===== src/logic/bond_pkg.sv =====
package bond_pkg;
	// channel count and apb geometry
	localparam int          NUM_CH     = 4;
	localparam int          ADDR_W     = 8;
	localparam logic [7:0]  ADDR_CTRL  = 8'h00;
	localparam logic [7:0]  ADDR_STAT  = 8'h04;
	localparam logic [31:0] CTRL_RESET = 32'h0000_0000;
	localparam logic [3:0]  GROUP_ALL  = 4'hF;

	// bond status line codes, as the master drives them
	localparam logic [1:0]  BS_RESERVED = 2'h0;
	localparam logic [1:0]  BS_INSERT   = 2'h1;
	localparam logic [1:0]  BS_DELETE   = 2'h2;
	localparam logic [1:0]  BS_NORMAL   = 2'h3;

	// pin synchroniser reset value: pull levels of the pads
	// {master_sel, bond_inhibit_n, sel_hi, sel_lo, lines[1:0], all_bonded}
	localparam logic [6:0]  PIN_RESET   = 7'h27;
	localparam int          PIN_W       = 7;

	// control register layout
	typedef struct packed {
		logic [22:0] reserved_hi;
		logic        restart;
		logic [2:0]  reserved_lo;
		logic        ref_clocked;
		logic [3:0]  group;
	} ctrl_type;

	// status register layout
	typedef struct packed {
		logic [15:0] reserved_hi;
		logic [3:0]  adjust_en;
		logic [3:0]  seq_detected;
		logic [1:0]  reserved_lo;
		logic [1:0]  lines;
		logic        all_bonded;
		logic        resolved;
		logic        active;
		logic        master;
	} stat_type;

	// per-channel receive indications from the channel pipelines
	typedef struct packed {
		logic [3:0] framing_valid;
		logic [3:0] seq_detected;
		logic [3:0] framing_char;
		logic [3:0] eb_add;
		logic [3:0] eb_drop;
	} rx_chan_type;

	// bonding resolution states
	typedef enum logic [2:0] {
		RES_OFF     = 3'b001,
		RES_RESOLVE = 3'b010,
		RES_DONE    = 3'b100
	} res_state_type;
endpackage : bond_pkg


===== src/logic/pin_sync2.sv =====
`timescale 1ns/10ps
`default_nettype none
module pin_sync2 #(
	parameter int         W       = 1,
	parameter logic [W-1:0] RST_VAL = '0
) (
	// clock and reset
	input  wire logic         clk,
	input  wire logic         rstn,
	// level in and out
	input  wire logic [W-1:0] d,
	output logic      [W-1:0] q
);
	logic [W-1:0] meta;

	// two flops; only the second stage is read downstream
	always_ff @(posedge clk) begin
		if (!rstn) begin
			meta <= RST_VAL;
			q    <= RST_VAL;
		end else begin
			meta <= d;
			q    <= meta;
		end
	end
endmodule : pin_sync2
`default_nettype wire


===== src/logic/multi_device_channel_bonding_ctrl.sv =====
`timescale 1ns/10ps
`default_nettype none
// Behaviour
// - strap low in bonding mode: act as master, drive the bond status lines.
// - strap high in bonding mode: act as slave, bond status lines are inputs.
// - strap ignored unless four-channel group and reference-clocked interface.
// - all-bonded is active high open drain, wired-AND across the domain.
// - pull all-bonded low while resolving; release only when all framing valid.
// - drive all-bonded only in four-channel reference-clocked mode.
// - inhibit low: no offset adjust until all bonded channels saw the sequence.
// - inhibit high: each channel that saw the sequence aligns on its own.
// - a group bonds only if the selected master channel is a member.
// - line codes: 01 insert comma, 10 delete framing char, 11 normal.
// - master updates lines at character rate from its master channel buffer.
module multi_device_channel_bonding_ctrl (
	// clock and reset
	input  wire logic                       SYS_CLK,
	input  wire logic                       RSTN,
	// apb slave
	input  wire logic                       PSEL,
	input  wire logic                       PENABLE,
	input  wire logic                       PWRITE,
	input  wire logic [bond_pkg::ADDR_W-1:0] PADDR,
	input  wire logic [31:0]                PWDATA,
	output logic      [31:0]                PRDATA,
	output logic                            PREADY,
	output logic                            PSLVERR,
	// strap and select pins
	input  wire logic                       MASTER_SEL,
	input  wire logic                       BOND_INHIBIT_N,
	input  wire logic                       MASTER_CHANNEL_SELECT_LO,
	input  wire logic                       MASTER_CHANNEL_SELECT_HI,
	// bond status lines, open drain
	input  wire logic [1:0]                 BOND_STATUS_LINES_IN,
	output logic      [1:0]                 BOND_STATUS_LINES_OUT,
	output logic      [1:0]                 BOND_STATUS_LINES_OE_N,
	// all-bonded indicator, open drain
	input  wire logic                       ALL_BONDED_IN,
	output logic                            ALL_BONDED_OUT,
	output logic                            ALL_BONDED_OE_N,
	// receive channel side
	input  wire logic                       CHAR_STROBE,
	input  wire bond_pkg::rx_chan_type      RX_CHAN,
	output logic      [bond_pkg::NUM_CH-1:0] OFFSET_ADJUST_EN,
	output logic      [bond_pkg::NUM_CH-1:0] EB_INSERT,
	output logic      [bond_pkg::NUM_CH-1:0] EB_DELETE
);
	localparam int N = bond_pkg::NUM_CH;

	// synchronised pins
	logic [bond_pkg::PIN_W-1:0] pins_s;
	logic                       master_sel_s;
	logic                       inhibit_n_s;
	logic [1:0]                 master_ch;
	logic [1:0]                 lines_s;
	logic                       all_bonded_s;

	// register state
	bond_pkg::ctrl_type      ctrl;
	bond_pkg::res_state_type state;
	bond_pkg::res_state_type next_state;
	logic [1:0]              bond_status;
	logic [1:0]              next_bond_status;
	logic [1:0]              cmd_d1;
	logic [1:0]              cmd_d2;
	logic [N-1:0]            pend_ins;
	logic [N-1:0]            pend_del;

	// decode wires
	logic        wr_en;
	logic        rd_setup;
	logic        hit_ctrl;
	logic        hit_stat;
	logic        restart;
	logic        mode_active;
	logic        is_master;
	logic        is_slave;
	logic        master_in_group;
	logic [N-1:0] member;
	logic        all_seq;
	logic [N-1:0] free_set;
	logic [N-1:0] next_adjust;
	logic        release_all;
	logic [1:0]  cmd;
	logic [N-1:0] set_ins;
	logic [N-1:0] set_del;
	logic [N-1:0] apply_ins;
	logic [N-1:0] apply_del;
	bond_pkg::stat_type stat_word;
	bond_pkg::ctrl_type wr_word;
	bond_pkg::ctrl_type wr_ctrl;

	// encode the master channel's buffer event for one character
	function automatic logic [1:0] encode_event(input logic add,
		input logic drop);
		if (add)
			return bond_pkg::BS_INSERT;
		else if (drop)
			return bond_pkg::BS_DELETE;
		else
			return bond_pkg::BS_NORMAL;
	endfunction : encode_event

	// every pin comes from outside the clock domain
	pin_sync2 #(
		.W       (bond_pkg::PIN_W),
		.RST_VAL (bond_pkg::PIN_RESET)
	) u_pin_sync (
		.clk  (SYS_CLK),
		.rstn (RSTN),
		.d    ({MASTER_SEL, BOND_INHIBIT_N, MASTER_CHANNEL_SELECT_HI,
			MASTER_CHANNEL_SELECT_LO, BOND_STATUS_LINES_IN,
			ALL_BONDED_IN}),
		.q    (pins_s)
	);
	assign master_sel_s = pins_s[6];
	assign inhibit_n_s  = pins_s[5];
	assign master_ch    = pins_s[4:3];
	assign lines_s      = pins_s[2:1];
	assign all_bonded_s = pins_s[0];

	// apb decode; zero wait states, so pready is simply high
	assign wr_en    = PSEL & PENABLE & PWRITE;
	assign rd_setup = PSEL & ~PENABLE & ~PWRITE;
	assign hit_ctrl = (PADDR == bond_pkg::ADDR_CTRL);
	assign hit_stat = (PADDR == bond_pkg::ADDR_STAT);
	assign PREADY   = 1'b1;
	assign PSLVERR  = PSEL & PENABLE & ~(hit_ctrl | hit_stat);
	assign wr_word  = bond_pkg::ctrl_type'(PWDATA);
	assign restart  = wr_en & hit_ctrl & wr_word.restart;

	// only group and clock mode are stored; restart and reserved read 0
	always_comb begin
		wr_ctrl             = bond_pkg::CTRL_RESET;
		wr_ctrl.group       = wr_word.group;
		wr_ctrl.ref_clocked = wr_word.ref_clocked;
	end

	// mode and role; straps mean nothing outside bonded ref-clocked mode
	assign mode_active = (ctrl.group == bond_pkg::GROUP_ALL) &
		ctrl.ref_clocked;
	assign is_master   = mode_active & ~master_sel_s;
	assign is_slave    = mode_active & master_sel_s;

	// group membership needs the master channel inside it
	assign master_in_group = ctrl.group[master_ch];
	assign member   = master_in_group ? ctrl.group : '0;
	assign all_seq  = (&(RX_CHAN.seq_detected | ~member)) & (|member);
	assign free_set = member & RX_CHAN.seq_detected;
	assign next_adjust = inhibit_n_s ? free_set :
		(all_seq ? member : '0);

	// all-bonded is released only after resolution with every frame valid
	assign release_all = (state == bond_pkg::RES_DONE) &
		(&RX_CHAN.framing_valid);

	// master status follows its channel at character rate
	assign next_bond_status = CHAR_STROBE ?
		encode_event(RX_CHAN.eb_add[master_ch],
			RX_CHAN.eb_drop[master_ch]) : bond_status;

	// master uses its own code delayed like a slave's synchroniser, so
	// both sides act on the same framing character
	assign cmd = is_master ? cmd_d2 :
		(is_slave ? lines_s : bond_pkg::BS_NORMAL);
	assign set_ins = (CHAR_STROBE & (cmd == bond_pkg::BS_INSERT)) ?
		member : '0;
	assign set_del = (CHAR_STROBE & (cmd == bond_pkg::BS_DELETE)) ?
		member : '0;
	assign apply_ins = pend_ins & RX_CHAN.framing_char & {N{CHAR_STROBE}};
	assign apply_del = pend_del & RX_CHAN.framing_char & {N{CHAR_STROBE}};

	// open drain pins only ever pull low
	assign BOND_STATUS_LINES_OUT = 2'b00;
	assign ALL_BONDED_OUT        = 1'b0;

	// status word
	always_comb begin
		stat_word              = '0;
		stat_word.master       = is_master;
		stat_word.active       = mode_active;
		stat_word.resolved     = (state == bond_pkg::RES_DONE);
		stat_word.all_bonded   = all_bonded_s;
		stat_word.lines        = lines_s;
		stat_word.seq_detected = RX_CHAN.seq_detected;
		stat_word.adjust_en    = OFFSET_ADJUST_EN;
	end

	// resolution sequencing; leaving the mode aborts it
	always_comb begin
		case (state)
			bond_pkg::RES_OFF:
				next_state = mode_active ? bond_pkg::RES_RESOLVE : state;
			bond_pkg::RES_RESOLVE:
				next_state = all_seq ? bond_pkg::RES_DONE : state;
			bond_pkg::RES_DONE:
				next_state = restart ? bond_pkg::RES_RESOLVE : state;
			default:
				next_state = bond_pkg::RES_OFF;
		endcase
		if (!mode_active)
			next_state = bond_pkg::RES_OFF;
	end

	// apb registers; read data captured in setup so it is a flop
	always_ff @(posedge SYS_CLK) begin
		if (!RSTN) begin
			ctrl   <= bond_pkg::CTRL_RESET;
			PRDATA <= '0;
		end else begin
			if (wr_en & hit_ctrl)
				ctrl <= wr_ctrl;
			if (rd_setup)
				PRDATA <= hit_ctrl ? ctrl : (hit_stat ? stat_word : '0);
		end
	end

	// state, status code and command pipe
	always_ff @(posedge SYS_CLK) begin
		if (!RSTN) begin
			state       <= bond_pkg::RES_OFF;
			bond_status <= bond_pkg::BS_NORMAL;
			cmd_d1      <= bond_pkg::BS_NORMAL;
			cmd_d2      <= bond_pkg::BS_NORMAL;
		end else begin
			state       <= next_state;
			bond_status <= next_bond_status;
			cmd_d1      <= bond_status;
			cmd_d2      <= cmd_d1;
		end
	end

	// pin enables: low means this device pulls the wire low
	always_ff @(posedge SYS_CLK) begin
		if (!RSTN) begin
			BOND_STATUS_LINES_OE_N <= 2'b11;
			ALL_BONDED_OE_N        <= 1'b1;
		end else begin
			BOND_STATUS_LINES_OE_N <= ~({2{is_master}} &
				~next_bond_status);
			ALL_BONDED_OE_N <= ~(mode_active & ~release_all);
		end
	end

	// pending commands per channel; a new command wins over the clear
	always_ff @(posedge SYS_CLK) begin
		if (!RSTN) begin
			pend_ins         <= '0;
			pend_del         <= '0;
			EB_INSERT        <= '0;
			EB_DELETE        <= '0;
			OFFSET_ADJUST_EN <= '0;
		end else begin
			pend_ins         <= (pend_ins & ~apply_ins) | set_ins;
			pend_del         <= (pend_del & ~apply_del) | set_del;
			EB_INSERT        <= apply_ins;
			EB_DELETE        <= apply_del;
			OFFSET_ADJUST_EN <= next_adjust;
		end
	end
endmodule : multi_device_channel_bonding_ctrl
`default_nettype wire


===== config.mk =====
export PLATFORM = sky130hd
export DESIGN_NAME = multi_device_channel_bonding_ctrl
export DESIGN_NICKNAME = d
export VERILOG_FILES = /design/src/logic/bond_pkg.sv /design/src/logic/pin_sync2.sv /design/src/logic/multi_device_channel_bonding_ctrl.sv
export SDC_FILE = /design/constraint.sdc
export NUM_CORES = 1
export LEC_CHECK = 0
export BUFFER_PORTS_ARGS = -buffer_cell sky130_fd_sc_hd__clkbuf_2
export CORE_AREA = 5 5 79 81
export CTS_CLUSTER_DIAMETER = 200
export CTS_CLUSTER_SIZE = 24
export DETAILED_ROUTE_END_ITERATION = 8
export DIE_AREA = 0 0 84 86
export PLACE_DENSITY = 0.79
export SLEW_MARGIN = 20
export SYNTH_ARGS = -nofsm -noshare
export SYNTH_HDL_FRONTEND = slang
export SYNTH_SLANG_ARGS = --single-unit

===== constraint.sdc =====
create_clock -name SYS_CLK -period 3.3 [get_ports SYS_CLK]
set_input_delay 0.33 -clock SYS_CLK [delete_from_list [all_inputs] [get_ports SYS_CLK]]
set_output_delay 0.33 -clock SYS_CLK [all_outputs]
set_load 0.01 [all_outputs]

==> impl_results.md, run 1 <==
* Outcome: complete, no violations
* Post-synth EDFFs at 0
* Number of cells on the worst hold path at 2
* Layout area overhead at 18.9%
* Clock transition at path regs at 0.06 ns
* Async set-or-reset flop fraction in the synthesized netlist at 0%
* Prevailing post-synth register cell: dfxtp_1
* WHS at 0.179 ns
* Worst r2r dst: state[2]
* Remaining antenna violation count at 0
* Initial antenna violation count at 0
* Dpl ws at 1.05 ns
* Global Route Usage Sum at 15.1%
* Final setup vio count at 0
* Final non-filler cell total at 415
* Final core occ at 56.7%
* Setup CP Type: input port to register
* DR WL/cell at 13.2 um
* Post-DP HPWL at 4140 um
* Die Width at 84 um
* Period minus WS final at 1.91 ns
* Yosys warns at 0
* CTS tree: done
* Post-CTS sizing at 0
* CP Capture Type: register
* CP arrival at 2.18 ns
* Design area at 0.00306 mm^2
* Slew HR at 35.2%
* Initial Util at 47.7%
* Final Max Tran Viols at 0
* Drt first pass iters at 4
* Sum Neg Setup Slack at 0 ns
* Seq/Total Area, Yosys at 50.5%
* Die height at 86 um
* Setup Buffers After CTS at 0
* Remaining global-route overflow at 0
* Distinct cell type count after synthesis at 42
* Fmax achieved at 0.522 GHz
* Period utilisation layout at 58.0%
* Final hold violations at 0
* Pwr/cell area at 462 mW/mm^2
* Largest net degree at the start of global routing at 53
* Max clock buf depth at 2
* Final nets at 413
* CP required at 3.57 ns
* First-pass GRT wire length at 8780 um
* Worst-path fanout max at 18
* Core box area at 0.00541 mm^2
* Leak pwr at 1.33 nW
* Hold EP: u_pin_sync.meta[0]
* PortBufs at 76
* Crit path launch type: input port
* Synth top area share at 50.5%
* Vias per inst at 4.95
* Placed cell areas at 0.00292 mm^2
* CTS buffer count at 9
* CP Launch Point: PENABLE
* Row count at 27
* Aggregate routed wire length at 5470 um
* Clock Latency Late Sink at 0.33 ns
* Avg Inst Size Synth at 9.76 um^2
* Max H-tree Level at 3
* Reg2Reg Depth at 4
* Min-delay src: ALL_BONDED_IN
* Synth area leaders: dfxtp_1 (50%), buf_4 (6.7%), nor2b_1 (4.9%)
* RSZ-0062 raised after global routing: no
* Post-CTS Hold Fix Bufs at 0
* Final worst slack at 1.39 ns
* Final Skew at 0.00498 ns
* Clock sinks at 65
* Die area at 0.00722 mm^2
* Dpl cells at 401
* Post-route DRC at 0
* Yosys top cell by area: dfxtp_1
* Power, Total at 1.42 mW
* Syn Std Cell Area at 0.00258 mm^2
* Via count at 2054
* #FFs+latches synth at 65
* R2r startpoint: ctrl[1]
* Flop2flop setup slack at 1.53 ns
* I/O pin count at 125
* Hold Crit Class: input port to register
* Share of cells above drive strength 1 at 27.7%
* Max_cap viols at 0
* Worst vdd ir at 0.255 mV
* First DRT Iteration DRCs at 170
* Worst Tran Pin Value at 0.964 ns
* # diodes at 0
* CTS root buf: clkbuf_8
* Final RePlAce weighted congestion at 0.875
* Number of global-route vias before repair at 1893
* Synth Instances at 264
==> where the power goes <==
group | total [mW] | leakage, nW | internal [mW] | switching, mW
Clock | 0.524 | 0.0733 | 0.264 | 0.260
Sequential | 0.802 | 0.528 | 0.796 | 0.00561
Combinational | 0.0909 | 0.727 | 0.0410 | 0.0498
==> synthesized netlist by cell type (3+ instances only) <==
master    count
mux2i_1       5
nor3b_1       3
buf_4        23
and2_1       11
nand2b_1     17
nor2_1       10
nor2b_1      20
dfxtp_1      65
o21ai_0      10
inv_1         5
a21oi_1       9
or3_1         3
clkbuf_1      8
nand2_1      26
mux4_2        3
a22oi_1      11
nand3_1       3
o31ai_1       3
==> final cells by class <==
cell class / instances / area [um^2]
clock buffer: 13 / 139
clock inverter: 1 / 5.00
fill: 498 / 2340
inverter: 5 / 18.8
multi-input combinational: 183 / 1130
sequential: 65 / 1300
tap: 72 / 90.1
timing repair buffer: 76 / 380
==> worst max-delay path by stage <==
stage	slack [ns]	cells past startpoint	to
final	1.39	5	PRDATA[14]
after global routing	1.31	5	PRDATA[8]
after CTS	1.41	5	PRDATA[14]
after detailed placement	1.05	5	PRDATA[14]
after global placement	1.12	5	state[2]
after floorplan	1.42	5	state[2]
==> layout by cell type, fill, tap and decap left out, types with 2 or more instances in the layout <==
master	Yosys	final
a21oi_1	9	9
a22oi_1	11	11
and2_1	11	11
and4_1	2	2
clkbuf_1	8	4
clkbuf_2	0	76
clkbuf_8	0	9
conb_1	2	22
dfxtp_1	65	65
inv_1	5	5
mux2_2	2	2
mux2i_1	5	5
mux4_2	3	3
nand2_1	26	26
nand2b_1	17	17
nand3_1	3	3
nand4_1	2	2
nor2_1	10	10
nor2b_1	20	20
nor3_1	2	2
nor3b_1	3	3
o21ai_0	10	10
o31ai_1	3	3
or3_1	3	3
==> kinds of logic after synthesis <==
logic type / synth area share (%)
multiplexers: 5.44
other: 0.291
buffers and inverters: 8.59
AO/OA/AOI/OAI: 11.1
AND/OR/NAND/NOR: 24.1
flip-flops: 50.5
==> metal layers <==
layer / track usage, % / up-vias / routed length (um)
met1: 18.9 / 932 / 2360
met3: 4.23 / 14 / 478
met2: 23.6 / 83 / 2500
li1: - / 1025 / -
met5: 0 / - / 0
met4: 8.48 / 0 / 127
==> state kept, by name, summed over array words and instances (netlist names), 3 cells and up <==
| name | flops |
|---|---|
| EB_DELETE | 4 |
| EB_INSERT | 4 |
| OFFSET_ADJUST_EN | 4 |
| PRDATA | 14 |
| ctrl | 5 |
| pend_del | 4 |
| pend_ins | 4 |
| state | 3 |
| u_pin_sync.meta | 7 |
| u_pin_sync.q | 7 |
==> critical path: stages <==
cell and delay (ns):
clkbuf_2 0.08, or3b_2 0.67, nor4_2 0.79, a22oi_1 0.16, nor2b_1 0.15
Note: power is estimated with default switching activity, not from simulation.
==> run 2, diff against run 1 <==
--- a/config.mk
+++ b/config.mk
@@ -6,12 +6,12 @@
 export NUM_CORES = 1
 export LEC_CHECK = 0
 export BUFFER_PORTS_ARGS = -buffer_cell sky130_fd_sc_hd__clkbuf_2
-export CORE_AREA = 5 5 79 81
+export CORE_AREA = 5 5 81 83
 export CTS_CLUSTER_DIAMETER = 200
 export CTS_CLUSTER_SIZE = 24
 export DETAILED_ROUTE_END_ITERATION = 8
-export DIE_AREA = 0 0 84 86
-export PLACE_DENSITY = 0.79
+export DIE_AREA = 0 0 86 88
+export PLACE_DENSITY = 0.76
 export SLEW_MARGIN = 20
 export SYNTH_ARGS = -nofsm -noshare
 export SYNTH_HDL_FRONTEND = slang
==> constraint.sdc (replaced) <==
create_clock -name SYS_CLK -period 1.95 [get_ports SYS_CLK]
set_input_delay 0.195 -clock SYS_CLK [delete_from_list [all_inputs] [get_ports SYS_CLK]]
set_output_delay 0.195 -clock SYS_CLK [all_outputs]
set_load 0.01 [all_outputs]
==> run 2 against run 1 <==
  * Clock-buffer cell count unchanged
  * Highest routed layer unchanged
  * Critical path type is now register to register
  * Routed wire length rose by 1.5%
  * First-iteration DRC count shrank 34%
  * Critical endpoint is now state[2]
==> impl_results.md, run 2 (same netlist as run 1, synthesis figures left out) <==
* CP arrival at 1.99 ns (-0.19 ns)
* # diodes at 0 (unchanged)
* Final nets at 423 (+2.4%)
* RSZ-0062 raised after global routing: no
* Clock sinks at 65 (unchanged)
* Critical Path Slowest Stage Cell: a2111oi_1
* Layout area overhead at 22.9%
* CTS root buf: clkbuf_8
* Most frequent cells in the layout: clkbuf_2 (76), dfxtp_1 (65), nand2_1 (26), conb_1 (22), nor2b_1 (20)
* Via count at 2058 (+0.19%)
* CP required at 2.16 ns (-1.41 ns)
* Post-DP HPWL at 4250 um (+2.6%)
* Core box area at 0.00578 mm^2 (+6.9%)
* Worst Tran Pin Value at 0.723 ns (-0.241 ns)
* Reg2Reg Depth at 4 (unchanged)
* Largest stage delay, worst path at 0.68 ns (-0.11 ns)
* Setup CP Type: register to register
* Drt first pass iters at 4 (unchanged)
* Post-route DRC at 0 (unchanged)
* Setup Buffers After CTS at 0 (unchanged)
* Die height at 88 um (+2.3%)
* Aggregate routed wire length at 5550 um (+1.5%)
* Post-CTS sizing at 0 (unchanged)
* Final core occ at 54.8% (-1.9 points)
* # fillers at 538 (+8.0%)
* WHS at 0.0431 ns (-0.136 ns)
* Sum Neg Setup Slack at 0 ns (unchanged)
* Clock Latency Late Sink at 0.33 ns (about the same)
* Period utilisation layout at 91.1%
* Leak pwr at 1.39 nW (+4.9%)
* Initial antenna violation count at 0 (unchanged)
* Fmax achieved at 0.563 GHz
* Crit path launch type: register
* Largest net degree at the start of global routing at 25 (-53%)
* First-pass GRT wire length at 9010 um (+2.6%)
* Initial Util at 44.6% (-3.1 points)
* DR WL/cell at 13.0 um (-1.4%)
* PortBufs at 76 (unchanged)
* Final RePlAce weighted congestion at 0.811 (-7.3%)
* Row count at 28 (+3.7%)
* Final Skew at 0.00646 ns (+0.00148 ns)
* Flop2flop setup slack at 0.17 ns (-1.36 ns)
* Max H-tree Level at 3 (unchanged)
* Hold EP: u_pin_sync.meta[1]
* I/O pin count at 125 (unchanged)
* Number of cells on the worst hold path at 2 (unchanged)
* First DRT Iteration DRCs at 112 (-34%)
* Pwr/cell area at 790 mW/mm^2 (+71%)
* CTS buffer count at 9 (unchanged)
* Largest register FFs at 14 (unchanged)
* Max_cap viols at 0 (unchanged)
* Max clock buf depth at 2 (unchanged)
* Min-delay src: BOND_STATUS_LINES_IN[0]
* Final setup vio count at 0 (unchanged)
* Crit path cell chain: nor2b_1, a2111oi_1, nand4b_1, a2111oi_0
* Biggest registers after layout: PRDATA: 14 flops, u_pin_sync.meta: 7 flops, u_pin_sync.q: 7 flops
* Global Route Usage Sum at 15.3% (+0.12 points)
* CP Capture Type: register
* Worst r2r dst: state[2]
* Clock transition at path regs at 0.06 ns (about the same)
* Share of cells above drive strength 1 at 30.4% (+2.7 points)
* CTS tree: done
* Die area at 0.00757 mm^2 (+4.8%)
* Final hold violations at 0 (unchanged)
* Vias per inst at 4.82 (-2.6%)
* Commonest non-fill, non-tap cell in the layout: clkbuf_2
* Remaining antenna violation count at 0 (unchanged)
* Worst-path fanout max at 3 (-15)
* R2r startpoint: ctrl[1]
* Largest Register: PRDATA
* Hold Crit Class: input port to register
* Worst vdd ir at 0.478 mV (+88%)
* Remaining global-route overflow at 0 (unchanged)
* Final Max Tran Viols at 0 (unchanged)
* Period minus WS final at 1.78 ns
* Slew HR at 51.7% (+16 points)
* Outcome: complete, no violations
* Post-CTS Hold Fix Bufs at 0 (unchanged)
* Number of global-route vias before repair at 1971 (+4.1%)
* Die Width at 86 um (+2.4%)
[run 2: cell types whose count changed in the layout (fill, tap and decap cells not counted), sizes merged]
cell | before | now
clkinv | 1 | 0
buf | 0 | 10
[run 2: through the flow]
step | total power, mW | cell area [um^2] | cells | setup slack (ns)
floorplan | 1.50 | 2650 | 284 | 0.207
global placement | 1.54 | 3000 | 414 | 0.0353
detailed placement | 1.54 | 3000 | 414 | 0.0298
CTS | 2.53 | 3170 | 427 | 0.213
global route | 2.62 | 3170 | 427 | 0.0611
finish | 2.50 | 3170 | 427 | 0.173
[run 2: final cells by class]
| type | instances | area, um^2 | area share [%] |
|---|---|---|---|
| tap | 75 | 93.8 | 2.96 |
| multi-input combinational | 183 | 1130 | 35.7 |
| inverter | 5 | 18.8 | 0.592 |
| sequential | 65 | 1300 | 41.1 |
| clock buffer | 13 | 169 | 5.33 |
| timing repair buffer | 86 | 455 | 14.4 |
[run 2: worst max-delay path: cells and delay by family (launching register included)]
kind             cells  cell delay (ns)
AND/OR/NAND/NOR      2             0.28
AO/OA/AOI/OAI        2             1.07
flip-flops           1             0.31
[run 2: metal layers]
layer | GRT usage, % | share of wire (%) | up-vias
met2 | 24.0 | 46 | 85
met3 | 5.83 | 9.9 | 4
met1 | 18.7 | 43 | 933
met5 | 0 | 0 | -
li1 | - | - | 1036
met4 | 6.47 | 0.79 | 0
[run 2: worst max path at each step]
| stage | start | end | depth (start not counted) |
|---|---|---|---|
| after global placement | PADDR[5] | state[2] | 6 |
| after global routing | ctrl[1] | state[2] | 4 |
| after detailed placement | PADDR[5] | state[2] | 6 |
| after floorplan | PADDR[5] | state[2] | 5 |
| final | ctrl[1] | state[2] | 4 |
| after CTS | ctrl[1] | state[2] | 4 |
[run 2: report_power, final]
group / switching (mW) / internal, mW
Sequential: 0.00938 / 1.35
Clock: 0.444 / 0.545
Combinational: 0.0844 / 0.0727
==> run 3, diff against run 2 <==
--- a/config.mk
+++ b/config.mk
@@ -6,12 +6,13 @@
 export NUM_CORES = 1
 export LEC_CHECK = 0
 export BUFFER_PORTS_ARGS = -buffer_cell sky130_fd_sc_hd__clkbuf_2
-export CORE_AREA = 5 5 81 83
+export CORE_AREA = 5 5 86 88
 export CTS_CLUSTER_DIAMETER = 200
 export CTS_CLUSTER_SIZE = 24
 export DETAILED_ROUTE_END_ITERATION = 8
-export DIE_AREA = 0 0 86 88
-export PLACE_DENSITY = 0.76
+export DIE_AREA = 0 0 91 93
+export HOLD_SLACK_MARGIN = 0.06
+export PLACE_DENSITY = 0.7
 export SLEW_MARGIN = 20
 export SYNTH_ARGS = -nofsm -noshare
 export SYNTH_HDL_FRONTEND = slang
==> constraint.sdc (replaced) <==
create_clock -name SYS_CLK -period 1.6 [get_ports SYS_CLK]
set_input_delay 0.16 -clock SYS_CLK [delete_from_list [all_inputs] [get_ports SYS_CLK]]
set_output_delay 0.16 -clock SYS_CLK [all_outputs]
set_load 0.01 [all_outputs]
==> run 3 against run 2 <==
  * Power rose by 32%
  * Cell count up 5.4%
  * First-iteration DRC count up 5.4%
  * Clock-buffer cell count up 1
  * Combinational power grew 41%
  * Clock power up 44%
  * Core utilization decreased by 3.4 points
  * Largest power group unchanged
  * Highest routed layer unchanged
==> impl_results.md, run 3 (same netlist as run 1, synthesis figures left out) <==
* Register area at 0.00130 mm^2 (unchanged)
* Setup Buffers After CTS at 0 (unchanged)
* Core box area at 0.00657 mm^2 (+14%)
* # fillers at 608 (+13%)
* Crit path buffers/inverters at 0 (unchanged)
* Largest register FFs at 14 (unchanged)
* Final non-filler cell total at 450 (+5.4%)
* First DRT Iteration DRCs at 118 (+5.4%)
* Post-DP HPWL at 4540 um (+6.8%)
* Vias per inst at 4.74 (-1.7%)
* Setup CP Type: register to register
* Layout area overhead at 31.0%
* CTS root buf: clkbuf_8
* Worst-path fanout max at 2 (-1)
* Outcome: complete, no violations
* Share of cells above drive strength 1 at 31.9% (+1.5 points)
* Commonest non-fill, non-tap cell in the layout: clkbuf_2
* CP required at 1.81 ns (-0.35 ns)
* Period utilisation layout at 94.0% (+2.9 points)
* Delay-heaviest family, CP: multiplexers
* Remaining global-route overflow at 0 (unchanged)
* Max H-tree Level at 3 (unchanged)
* Crit path to: BOND_STATUS_LINES_OE_N[0]
* DR WL/cell at 13.3 um (+2.3%)
* Global Route Usage Sum at 14.5% (-0.77 points)
* Initial Util at 39.2% (-5.4 points)
* Final setup vio count at 0 (unchanged)
* Final hold violations at 0 (unchanged)
* Critical Path Stages at 3 (-1)
* CTS buffer count at 9 (unchanged)
* Die area at 0.00846 mm^2 (+12%)
* Post-route DRC at 0 (unchanged)
* CTS tree: done
* RSZ-0062 raised after global routing: no
* Largest net degree at the start of global routing at 18 (-28%)
* Die height at 93 um (+5.7%)
* Initial antenna violation count at 0 (unchanged)
* Biggest registers after layout: PRDATA: 14 flops, u_pin_sync.meta: 7 flops, u_pin_sync.q: 7 flops
* Crit path cell chain: mux4_2, o22a_1, or3_1
* Critical Path Slowest Stage Cell: mux4_2
* CP arrival at 1.71 ns (-0.28 ns)
* Die Width at 91 um (+5.8%)
* Flop2flop setup slack at 0.1 ns (-0.08 ns)
* Row count at 30 (+7.1%)
* Final RePlAce weighted congestion at 0.748 (-7.7%)
* Most frequent cells in the layout: clkbuf_2 (76), dfxtp_1 (65), nand2_1 (26), conb_1 (22), nor2b_1 (20)
* Max_cap viols at 0 (unchanged)
* Final core occ at 51.4% (-3.4 points)
* Largest stage delay, worst path at 0.53 ns (-0.15 ns)
* Via count at 2132 (+3.6%)
* Max clock buf depth at 2 (unchanged)
* Worst vdd ir at 0.469 mV (-1.9%)
* Sum Neg Setup Slack at 0 ns (unchanged)
* Dpl cells at 425 (+2.7%)
* Aggregate routed wire length at 5990 um (+7.9%)
* Final Max Tran Viols at 0 (unchanged)
* Drt first pass iters at 4 (unchanged)
* Remaining antenna violation count at 0 (unchanged)
* Fmax achieved at 0.665 GHz (+18%)
* Hold Crit Class: input port to register
* Clock sinks at 65 (unchanged)
* Leak pwr at 1.49 nW (+6.7%)
* # diodes at 0 (unchanged)
* Multi-input gate area at 0.00116 mm^2 (+2.4%)
* Crit path launch type: register
* Reg2Reg Depth at 3 (-1)
* R2r startpoint: u_pin_sync.q[3]
* WHS at 0.0782 ns (+0.0351 ns)
* CP Capture Type: register
* Largest Register: PRDATA
* First-pass GRT wire length at 9830 um (+9.1%)
* I/O pin count at 125 (unchanged)
* Final Skew at 0.00614 ns (-0.000320 ns)
* PortBufs at 76 (unchanged)
* Clock Latency Late Sink at 0.33 ns (about the same)
* Number of global-route vias before repair at 2077 (+5.4%)
* Period minus WS final at 1.50 ns (-0.272 ns)
* Worst r2r dst: BOND_STATUS_LINES_OE_N[0]
* CP Launch Point: u_pin_sync.q[3]
* Clock transition at path regs at 0.06 ns (about the same)
* Pwr/cell area at 978 mW/mm^2 (+24%)
* Final nets at 438 (+3.5%)
[run 3: power by group]
part / internal, mW / switching [mW]
clock: 0.847 / 0.581
sequential: 1.64 / 0.0110
combinational: 0.109 / 0.113
total: 2.60 / 0.705
[run 3: per-stage QoR]
stage                     total power, mW  setup slack (ns)  cell area (um^2)
after global placement               1.89           -0.0974              3050
after floorplan                      1.83            0.0183              2660
after global routing                 3.42           0.00482              3380
after CTS                            3.33            0.0677              3360
final                                3.30            0.0953              3380
after detailed placement             1.89            -0.105              3050
[run 3: cell type report]
cell class / instances / share of cell area (%)
Multi-Input combinational cell: 183 / 34.3
Inverter: 5 / 0.556
Clock inverter: 2 / 1.04
Clock buffer: 14 / 5.11
Sequential cell: 65 / 38.5
Timing Repair Buffer: 101 / 17.5
Tap cell: 80 / 2.97
[run 3: metal layers]
| layer | vias to the layer above | wire (um) | share of wire, % | GRT usage, % |
|---|---|---|---|---|
| met5 | - | 0 | 0 | 0 |
| met3 | 8 | 462 | 7.7 | 3.70 |
| li1 | 1065 | - | - | - |
| met2 | 77 | 2820 | 47 | 23.4 |
| met1 | 982 | 2590 | 43 | 17.5 |
| met4 | 0 | 106 | 1.8 | 8.07 |
[run 3: timing repair]
action | in CTS | in global routing
pin swaps | 0 | 0
resized for setup | 1 | 3
setup endpoints to repair | 2 | 2
hold buffers | 9 | 0
endpoints found under the hold margin | 9 | 0
[run 3: how the worst min path moves through the flow]
stage	from	endpoint	slack [ns]	cells after the start
after floorplan	RSTN	cmd_d1[0]	0.26	1
after global placement	BOND_STATUS_LINES_IN[1]	u_pin_sync.meta[2]	0.35	2
after detailed placement	BOND_STATUS_LINES_IN[0]	u_pin_sync.meta[1]	0.35	2
after CTS	RX_CHAN[8]	EB_INSERT[0]	0.06	3
after global routing	RX_CHAN[8]	EB_INSERT[0]	0.08	3
final	RX_CHAN[8]	EB_INSERT[0]	0.08	3
[run 3: worst min-delay path: cells and delay by family]
kind | cells | cell delay, ns
AND/OR/NAND/NOR | 2 | 0.12
buffers and inverters | 1 | 0.08
